==> config.mk <==
export PLATFORM = sky130hd
export DESIGN_NAME = synth_modem_config_regs
export DESIGN_NICKNAME = d
export VERILOG_FILES = /design/src/core/synth_modem_pkg.sv /design/src/core/host_byte_if.sv /design/src/core/host_byte_port.sv /design/src/core/synth_modem_config_regs.sv
export SDC_FILE = /design/constraint.sdc
export NUM_CORES = 1
export LEC_CHECK = 0
export ABC_CLOCK_PERIOD_IN_PS = 6000
export BUFFER_PORTS_ARGS = -buffer_cell sky130_fd_sc_hd__buf_2
export CORE_MARGIN = 2
export CORE_UTILIZATION = 53
export CTS_CLUSTER_SIZE = 16
export DETAILED_ROUTE_END_ITERATION = 12
export GPL_TIMING_DRIVEN = 0
export PLACE_DENSITY = 0.82
export SETUP_SLACK_MARGIN = 0.2
export SYNTH_ARGS = -nofsm -noshare
export SYNTH_HDL_FRONTEND = slang
export SYNTH_SLANG_ARGS = --single-unit
export TNS_END_PERCENT = 20
==> constraint.sdc <==
create_clock -name MCLK -period 6 [get_ports MCLK]
set_input_delay 1.2 -clock MCLK [delete_from_list [all_inputs] [get_ports MCLK]]
set_output_delay 1.2 -clock MCLK [all_outputs]
set_load 0.01 [all_outputs]
==> src/core/synth_modem_pkg.sv <==
// Constants, register map and types for the synthesizer and modem configuration bank
// Behaviour
// - Signed offset byte, times four, is added to the base word.
// - Top two bits of the high carrier byte are read-only zero.
// - Base word is high six bits, middle byte and low byte.
// - Bandwidth exponent and mantissa fields set the ADC decimation ratio.
// - Rate exponent sits in bits 3:0, reset value twelve.
// - Rate mantissa is a full byte, reset value 0x22.
// - Symbol rate step is (256 plus mantissa) shifted by the exponent.
// - Bit 7 of modem format bypasses the DC blocking filter.
// - Modulation format is bits 6:4 of modem format, reset zero.
// - Codes 000, 001, 011, 111 mean 2-FSK, GFSK, ASK/OOK, MSK.
package synth_modem_pkg;
	localparam int BYTE_W = 8;
	localparam int ADDR_W = 6;
	localparam int WORD_W = 24;
	localparam int DECIM_W = 9;

	// Register offsets
	localparam logic [5:0] ADDR_CARRIER_WORD_OFFSET = 6'h0C;
	localparam logic [5:0] ADDR_CARRIER_HIGH = 6'h0D;
	localparam logic [5:0] ADDR_CARRIER_MIDDLE = 6'h0E;
	localparam logic [5:0] ADDR_CARRIER_LOW = 6'h0F;
	localparam logic [5:0] ADDR_FILTER_RATE = 6'h10;
	localparam logic [5:0] ADDR_RATE_MANTISSA = 6'h11;
	localparam logic [5:0] ADDR_MODEM_FORMAT = 6'h12;

	// Reset values
	localparam logic [7:0] RST_CARRIER_WORD_OFFSET = 8'h00;
	localparam logic [7:0] RST_CARRIER_HIGH = 8'h1E;
	localparam logic [7:0] RST_CARRIER_MIDDLE = 8'hC4;
	localparam logic [7:0] RST_CARRIER_LOW = 8'hEC;
	localparam logic [7:0] RST_FILTER_RATE = 8'h8C;
	localparam logic [7:0] RST_RATE_MANTISSA = 8'h22;
	localparam logic [7:0] RST_MODEM_FORMAT = 8'h00;
	localparam logic [3:0] RST_RATE_EXP = 4'hC;

	// Writable bit masks
	localparam logic [7:0] MASK_CARRIER_HIGH = 8'h3F;
	localparam logic [7:0] MASK_MODEM_FORMAT = 8'hF0;
	localparam logic [7:0] MASK_FULL = 8'hFF;

	// Field positions
	localparam int BW_EXP_HI = 7;
	localparam int BW_EXP_LO = 6;
	localparam int BW_MANT_HI = 5;
	localparam int BW_MANT_LO = 4;
	localparam int RATE_EXP_HI = 3;
	localparam int RATE_EXP_LO = 0;
	localparam int HIGH_WORD_HI = 5;
	localparam int DC_BYPASS_BIT = 7;
	localparam int MOD_HI = 6;
	localparam int MOD_LO = 4;
	localparam int HDR_READ_BIT = 7;
	localparam int HDR_BURST_BIT = 6;

	// Arithmetic constants
	localparam int OFFSET_SHIFT = 2;
	localparam int DECIM_SCALE_SHIFT = 3;
	localparam logic [2:0] DECIM_BASE = 3'h4;
	localparam logic [8:0] RATE_HIDDEN_ONE = 9'h100;

	// Modulation codes
	localparam logic [2:0] MOD_2FSK = 3'h0;
	localparam logic [2:0] MOD_GFSK = 3'h1;
	localparam logic [2:0] MOD_ASK = 3'h3;
	localparam logic [2:0] MOD_MSK = 3'h7;

	typedef enum logic [1:0] {
		ST_HEADER = 2'b01,
		ST_DATA = 2'b10
	} frame_state_e;
endpackage

==> src/core/host_byte_if.sv <==
// Byte carrier between the serial host port and the register bank
`timescale 1ns/1ps
interface host_byte_if #(parameter int BYTE_W = 8);
	logic frame_active;
	logic rx_valid;
	logic [BYTE_W-1:0] rx_byte;
	logic [BYTE_W-1:0] tx_byte;

	modport port (output frame_active, output rx_valid, output rx_byte, input tx_byte);
	modport regs (input frame_active, input rx_valid, input rx_byte, output tx_byte);
endinterface

==> src/core/host_byte_port.sv <==
// Serial host port: pin synchronisers and byte shifter
`timescale 1ns/1ps
module host_byte_port #(parameter int BYTE_W = 8)
(
	input wire logic clk,
	input wire logic rst,
	input wire logic sclk,
	input wire logic si,
	input wire logic cs_n,
	output logic so,
	host_byte_if.port bus
);
	localparam int CW = $clog2(BYTE_W);
	localparam logic [CW-1:0] LAST = CW'(BYTE_W - 1);

	generate
		if (BYTE_W < 2)
		begin : g_bad_width
			$error("host_byte_port needs BYTE_W of at least 2");
		end
	endgenerate

	logic sclk_s1, sclk_s2, sclk_s3;
	logic si_s1, si_s2;
	logic cs_s1, cs_s2;
	logic [CW-1:0] bit_count;
	logic [BYTE_W-1:0] shift;
	logic rx_valid;
	logic [BYTE_W-1:0] rx_byte;

	wire logic frame = ~cs_s2;
	wire logic rise = sclk_s2 & ~sclk_s3;
	wire logic fall = ~sclk_s2 & sclk_s3;
	wire logic [BYTE_W-1:0] next_shift = {shift[BYTE_W-2:0], si_s2};
	wire logic [CW-1:0] next_count = (bit_count == LAST) ? '0 : bit_count + 1'b1;
	wire logic [CW-1:0] out_index = LAST - bit_count;

	assign bus.frame_active = frame;
	assign bus.rx_valid = rx_valid;
	assign bus.rx_byte = rx_byte;

	always_ff @(posedge clk)
	begin
		sclk_s1 <= sclk;
		sclk_s2 <= sclk_s1;
		sclk_s3 <= sclk_s2;
		si_s1 <= si;
		si_s2 <= si_s1;
		cs_s1 <= cs_n;
		cs_s2 <= cs_s1;
	end

	always_ff @(posedge clk)
	begin
		if (rst || !frame)
		begin
			bit_count <= '0;
			shift <= '0;
		end
		else if (rise)
		begin
			bit_count <= next_count;
			shift <= next_shift;
		end
	end

	always_ff @(posedge clk)
	begin
		if (rst)
		begin
			rx_valid <= 1'b0;
			rx_byte <= '0;
		end
		else
		begin
			rx_valid <= frame && rise && (bit_count == LAST);
			if (frame && rise && (bit_count == LAST))
				rx_byte <= next_shift;
		end
	end

	// Output bit changes on falling clock, MSB first
	always_ff @(posedge clk)
	begin
		if (rst || !frame)
			so <= 1'b0;
		else if (fall)
			so <= bus.tx_byte[out_index];
	end
endmodule

==> src/core/synth_modem_config_regs.sv <==
// Synthesizer and modem configuration register bank behind the serial host port
`timescale 1ns/1ps
module synth_modem_config_regs
	import synth_modem_pkg::*;
(
	input wire logic MCLK,
	input wire logic RST,
	input wire logic SCLK,
	input wire logic SI,
	input wire logic CS_N,
	output logic SO,
	output logic [WORD_W-1:0] CARRIER_WORD,
	output logic [WORD_W-1:0] SYNTH_WORD,
	output logic [DECIM_W-1:0] DECIM_RATIO,
	output logic [WORD_W-1:0] RATE_STEP,
	output logic DC_BLOCK_BYPASS,
	output logic [2:0] MOD_SELECT,
	output logic MOD_IS_2FSK,
	output logic MOD_IS_GFSK,
	output logic MOD_IS_ASK,
	output logic MOD_IS_MSK
);
	host_byte_if #(.BYTE_W(BYTE_W)) link ();

	host_byte_port #(.BYTE_W(BYTE_W)) u_port (
		.clk(MCLK),
		.rst(RST),
		.sclk(SCLK),
		.si(SI),
		.cs_n(CS_N),
		.so(SO),
		.bus(link.port)
	);

	logic [7:0] synth_carrier_word_offset;
	logic [7:0] carrier_word_high;
	logic [7:0] carrier_word_middle;
	logic [7:0] carrier_word_low;
	logic [7:0] filter_bw_and_rate_exp;
	logic [7:0] symbol_rate_mantissa;
	logic [7:0] modem_format_control;
	frame_state_e state;
	logic [ADDR_W-1:0] addr;
	logic is_read;
	logic is_burst;

	function automatic logic [7:0] read_value(input logic [ADDR_W-1:0] a);
		case (a)
			ADDR_CARRIER_WORD_OFFSET: read_value = synth_carrier_word_offset;
			ADDR_CARRIER_HIGH: read_value = carrier_word_high;
			ADDR_CARRIER_MIDDLE: read_value = carrier_word_middle;
			ADDR_CARRIER_LOW: read_value = carrier_word_low;
			ADDR_FILTER_RATE: read_value = filter_bw_and_rate_exp;
			ADDR_RATE_MANTISSA: read_value = symbol_rate_mantissa;
			ADDR_MODEM_FORMAT: read_value = modem_format_control;
			default: read_value = 8'h00;
		endcase
	endfunction

	wire logic in_data = (state == ST_DATA);
	wire logic wr_en = link.rx_valid && in_data && !is_read;
	wire logic [7:0] wdata = link.rx_byte;
	assign link.tx_byte = (in_data && is_read) ? read_value(addr) : 8'h00;

	// Host framing: header byte, then one or a burst of data bytes
	always_ff @(posedge MCLK)
	begin
		if (RST || !link.frame_active)
		begin
			state <= ST_HEADER;
			addr <= '0;
			is_read <= 1'b0;
			is_burst <= 1'b0;
		end
		else if (link.rx_valid)
		begin
			unique case (state)
				ST_HEADER:
				begin
					addr <= link.rx_byte[ADDR_W-1:0];
					is_read <= link.rx_byte[HDR_READ_BIT];
					is_burst <= link.rx_byte[HDR_BURST_BIT];
					state <= ST_DATA;
				end
				ST_DATA:
				begin
					addr <= addr + 1'b1;
					if (!is_burst)
						state <= ST_HEADER;
				end
			endcase
		end
	end

	always_ff @(posedge MCLK)
	begin
		if (RST)
		begin
			synth_carrier_word_offset <= RST_CARRIER_WORD_OFFSET;
			carrier_word_high <= RST_CARRIER_HIGH;
			carrier_word_middle <= RST_CARRIER_MIDDLE;
			carrier_word_low <= RST_CARRIER_LOW;
			filter_bw_and_rate_exp <= RST_FILTER_RATE;
			symbol_rate_mantissa <= RST_RATE_MANTISSA;
			modem_format_control <= RST_MODEM_FORMAT;
		end
		else if (wr_en)
		begin
			if (addr == ADDR_CARRIER_WORD_OFFSET)
				synth_carrier_word_offset <= wdata & MASK_FULL;
			if (addr == ADDR_CARRIER_HIGH)
				carrier_word_high <= wdata & MASK_CARRIER_HIGH;
			if (addr == ADDR_CARRIER_MIDDLE)
				carrier_word_middle <= wdata & MASK_FULL;
			if (addr == ADDR_CARRIER_LOW)
				carrier_word_low <= wdata & MASK_FULL;
			if (addr == ADDR_FILTER_RATE)
				filter_bw_and_rate_exp <= wdata & MASK_FULL;
			if (addr == ADDR_RATE_MANTISSA)
				symbol_rate_mantissa <= wdata & MASK_FULL;
			if (addr == ADDR_MODEM_FORMAT)
				modem_format_control <= wdata & MASK_MODEM_FORMAT;
		end
	end

	wire logic [WORD_W-1:0] base_word = {2'b00, carrier_word_high[HIGH_WORD_HI:0],
		carrier_word_middle, carrier_word_low};
	wire logic signed [WORD_W-1:0] offset_ext = WORD_W'(signed'(synth_carrier_word_offset));
	wire logic [WORD_W-1:0] next_synth = base_word + WORD_W'(offset_ext <<< OFFSET_SHIFT);
	// decimation 8 * (4 + mantissa) * 2^exponent
	wire logic [1:0] bw_exp = filter_bw_and_rate_exp[BW_EXP_HI:BW_EXP_LO];
	wire logic [1:0] bw_mant = filter_bw_and_rate_exp[BW_MANT_HI:BW_MANT_LO];
	wire logic [2:0] bw_sum = DECIM_BASE + {1'b0, bw_mant};
	wire logic [DECIM_W-1:0] next_decim = DECIM_W'(DECIM_W'(bw_sum) << (DECIM_SCALE_SHIFT + int'(bw_exp)));
	wire logic [3:0] rate_exp = filter_bw_and_rate_exp[RATE_EXP_HI:RATE_EXP_LO];
	wire logic [8:0] rate_mant = RATE_HIDDEN_ONE | {1'b0, symbol_rate_mantissa};
	wire logic [WORD_W-1:0] next_rate = WORD_W'(rate_mant) << rate_exp;
	wire logic [2:0] mod_field = modem_format_control[MOD_HI:MOD_LO];

	always_ff @(posedge MCLK)
	begin
		if (RST)
		begin
			CARRIER_WORD <= '0;
			SYNTH_WORD <= '0;
			DECIM_RATIO <= '0;
			RATE_STEP <= '0;
			DC_BLOCK_BYPASS <= 1'b0;
			MOD_SELECT <= MOD_2FSK;
			MOD_IS_2FSK <= 1'b0;
			MOD_IS_GFSK <= 1'b0;
			MOD_IS_ASK <= 1'b0;
			MOD_IS_MSK <= 1'b0;
		end
		else
		begin
			CARRIER_WORD <= base_word;
			SYNTH_WORD <= next_synth;
			DECIM_RATIO <= next_decim;
			RATE_STEP <= next_rate;
			DC_BLOCK_BYPASS <= modem_format_control[DC_BYPASS_BIT];
			MOD_SELECT <= mod_field;
			MOD_IS_2FSK <= (mod_field == MOD_2FSK);
			MOD_IS_GFSK <= (mod_field == MOD_GFSK);
			MOD_IS_ASK <= (mod_field == MOD_ASK);
			MOD_IS_MSK <= (mod_field == MOD_MSK);
		end
	end
endmodule

==> flow_summary.json <==
{
  "outcome": "completed",
  "drive_above_1_share_pct": 16.68,
  "drv_cap": 0,
  "slowest_delay_ns": 0.85,
  "rsz0062_at_grt": "no",
  "diodes": 0,
  "synth_area_per_cell_um2": 8.926,
  "netlist_instances": 823,
  "placed_cell_area_mm2": 0.008030,
  "synth_edf_count": 0,
  "h-tree-depth": 4,
  "final_area_mm2": 0.008613,
  "ys.warnings.count": 0,
  "switchingPower_w": 0.0005031,
  "holdWs_ns": 0.3266,
  "tightest_slew_ns": 0.8440,
  "max_freq_mhz": 337.0,
  "end_kind": "flop",
  "hp-class": "reg2reg",
  "hold_viol_final": 0,
  "vias": 6470,
  "cp_max_fo": 21,
  "dp.cells": 1095,
  "track_usage_pct": 25.69,
  "cts_tree": "yes",
  "cts_sinks": 172,
  "min_path_cells": 0,
  "cts.path.max_buffers": 2,
  "drc": 0,
  "syn-cell-area_mm2": 0.007346,
  "required_ns": 6.31,
  "p_per_area_mw_per_mm2": 267.1,
  "cts.hold.buffers_added": 0,
  "reg2reg_depth": 8,
  "cts_setup_buffers": 0,
  "wl_um": 18600,
  "grt_max_degree": 22,
  "layout_common_cells": "dfxtp_1, nor2_1, buf_2",
  "cp_data_arrival_time_ns": 3.28,
  "synth.distinct_cells": 68,
  "vias_per_cell": 5.741,
  "vdd_drop_max_mv": 0.1710,
  "p_int_w": 0.001798,
  "layout_min_cycle_time_ns": 2.967,
  "clock-root-buffer": "clkbuf_16",
  "port_buffers": 91,
  "fin_nets": 968,
  "synth-main-ff-cell": "dfxtp_1",
  "async_flop_share_pct": 0,
  "dp.final_hpwl_um": 13050,
  "seqPwrFrac_pct": 50.4,
  "antenna_found_initial": 0,
  "cts_resized": 0,
  "gp_congestion": 1.002,
  "setup_viol": 0,
  "pwr-share-comb_pct": 2.5,
  "grt_pass1_wl_um": 29530,
  "max-slew-margin-rel_pct": 43.53,
  "overflow": 0,
  "maxSlewViolCount": 0,
  "crit_path_start_kind": "flop",
  "initial_utilization_pct": 53.54,
  "switching_share_pct": 21.87,
  "setup-tns-final_ns": 0,
  "p_leak_nw": 3.654,
  "die_area_mm2": 0.01482,
  "critPathKind": "reg2reg",
  "period_share_pct": 49.45,
  "cts_inserted_buffers": 17,
  "fin_skew_ns": 0.01033,
  "ys_seq_elements": 172,
  "detail-route-antenna-nets": 0,
  "nFillCells": 1185,
  "layout_commonest_cell": "dfxtp_1",
  "die_w_um": 121.7,
  "synth_area_leaders": "dfxtp_1, nor2_1, ha_1",
  "die_h_um": 121.7,
  "clk_latency_ns": 0.43,
  "yosysSeqAreaShare_pct": 46.87,
  "clk_pin_slew_ns": 0.07,
  "coreArea_mm2": 0.01372,
  "drtIter0Drc": 611,
  "critPathSlowestCell": "dfxtp_1",
  "pwr-share-clk_pct": 47.2,
  "syn2layout_area_growth_pct": 17.25,
  "synth_top_cell_by_area": "dfxtp_1",
  "synth_top_area_share_pct": 46.87,
  "utilization_pct": 62.78,
  "first_pass_iters": 6,
  "rows": 43,
  "crit_chain": "ha_1, a21o_1, a21oi_1, o21bai_1, and2_1, nor3_1, a32o_1, mux2_2",
  "route.detailed.wl_per_inst_um": 16.50,
  "pin_count": 95,
  "fin_cells": 1127,
  "grt_pass1_vias": 5922
}
-- flip-flops by register name, indices dropped and copies added, names as in the netlist, 7 cells and up --
register,flops
carrier_word_low,8
CARRIER_WORD,22
u_port.shift,7
carrier_word_middle,8
filter_bw_and_rate_exp,8
u_port.bus.rx_byte,8
DECIM_RATIO,9
RATE_STEP,24
synth_carrier_word_offset,8
SYNTH_WORD,22
symbol_rate_mantissa,8
-- power by group through the flow --
stage	Clock [W]	Sequential (W)	Combinational, W
6_report	0.00109	0.00116	0.0000569
5_1_grt	0.00114	0.00116	0.0000620
4_1_cts	0.00110	0.00116	0.0000567
3_5_place_dp	0	0.00118	0.0000563
3_3_place_gp	0	0.00118	0.0000556
2_1_floorplan	0	0.00119	0.0000267
-- critical path, delay by kind of cell, from the launching register on --
family,cells,cell delay [ns]
multiplexers,1,0.35
flip-flops,1,0.85
AND/OR/NAND/NOR,2,0.51
AO/OA/AOI/OAI,4,0.72
adder cells (fa/ha/maj),1,0.43
-- kinds of logic after synthesis --
| kind of cell | Yosys count | synth area share [%] |
|---|---|---|
| mux | 30 | 4.377 |
| xor+xnor | 11 | 1.311 |
| other cells | 1 | 0.05105 |
| flops | 172 | 46.87 |
| simple gates | 321 | 20.90 |
| compound gates | 179 | 16.30 |
| fa+ha+maj | 29 | 5.042 |
| buf+inv | 80 | 5.144 |
-- path summary, 6_finish.rpt --
check | end | start | slack, ns
setup / recovery | SYNTH_WORD[22] | synth_carrier_word_offset[7] | 3.03
hold / removal | u_port.sclk_s2 | u_port.sclk_s1 | 0.33
setup reg to reg | SYNTH_WORD[22] | synth_carrier_word_offset[7] | 3.03
hold reg to reg | u_port.sclk_s2 | u_port.sclk_s1 | 0.33
-- synth_stat cells (4+ instances only) --
cell      count
o22ai_1       6
ha_1         28
and2_1       11
a211oi_1     15
nand2b_1      5
a22oi_1      13
mux2i_1      22
xor2_1        6
nor3_1       12
a21o_1        7
a221oi_1      4
xnor2_1       5
dfxtp_1     172
mux2_2        6
nor2b_1      27
buf_2         6
a21oi_1      60
inv_1        25
nand3b_1      4
or2_2         4
o21ai_0      20
a31oi_1       4
clkbuf_1     35
nand2_1      86
a211o_1      17
and3_1       24
nand3_1      34
nor3b_1       4
buf_4         5
nor2_1       97
-- final cells by class --
cell class,instances,area (um^2),share of cell area [%]
plain buffers,54,280.3,3.254
clock buffers,19,442.9,5.142
clock inverters,13,140.1,1.627
inverters,26,97.59,1.133
multi-input cells,572,3528,40.96
flip-flops and latches,172,3443,39.98
well taps,180,225.2,2.615
repair buffers,91,455.4,5.288
-- metal layers --
metal / track usage [%] / vias to the layer above / routed length [um]
met5: 0 / - / 0
met4: 14.30 / 0 / 838
met3: 5.946 / 71 / 1371
met2: 40.84 / 297 / 8494
met1: 32.28 / 3010 / 7892
li1: - / 3092 / -
-- metrics by stage --
step                total power, W  setup slack [ns]
finish                    0.002301             3.033
global route              0.002362             2.871
CTS                       0.002311             3.063
global placement          0.001240             3.052
floorplan                 0.001217             3.513
detailed placement        0.001241             3.012
Power figures use the tool's default switching activity.
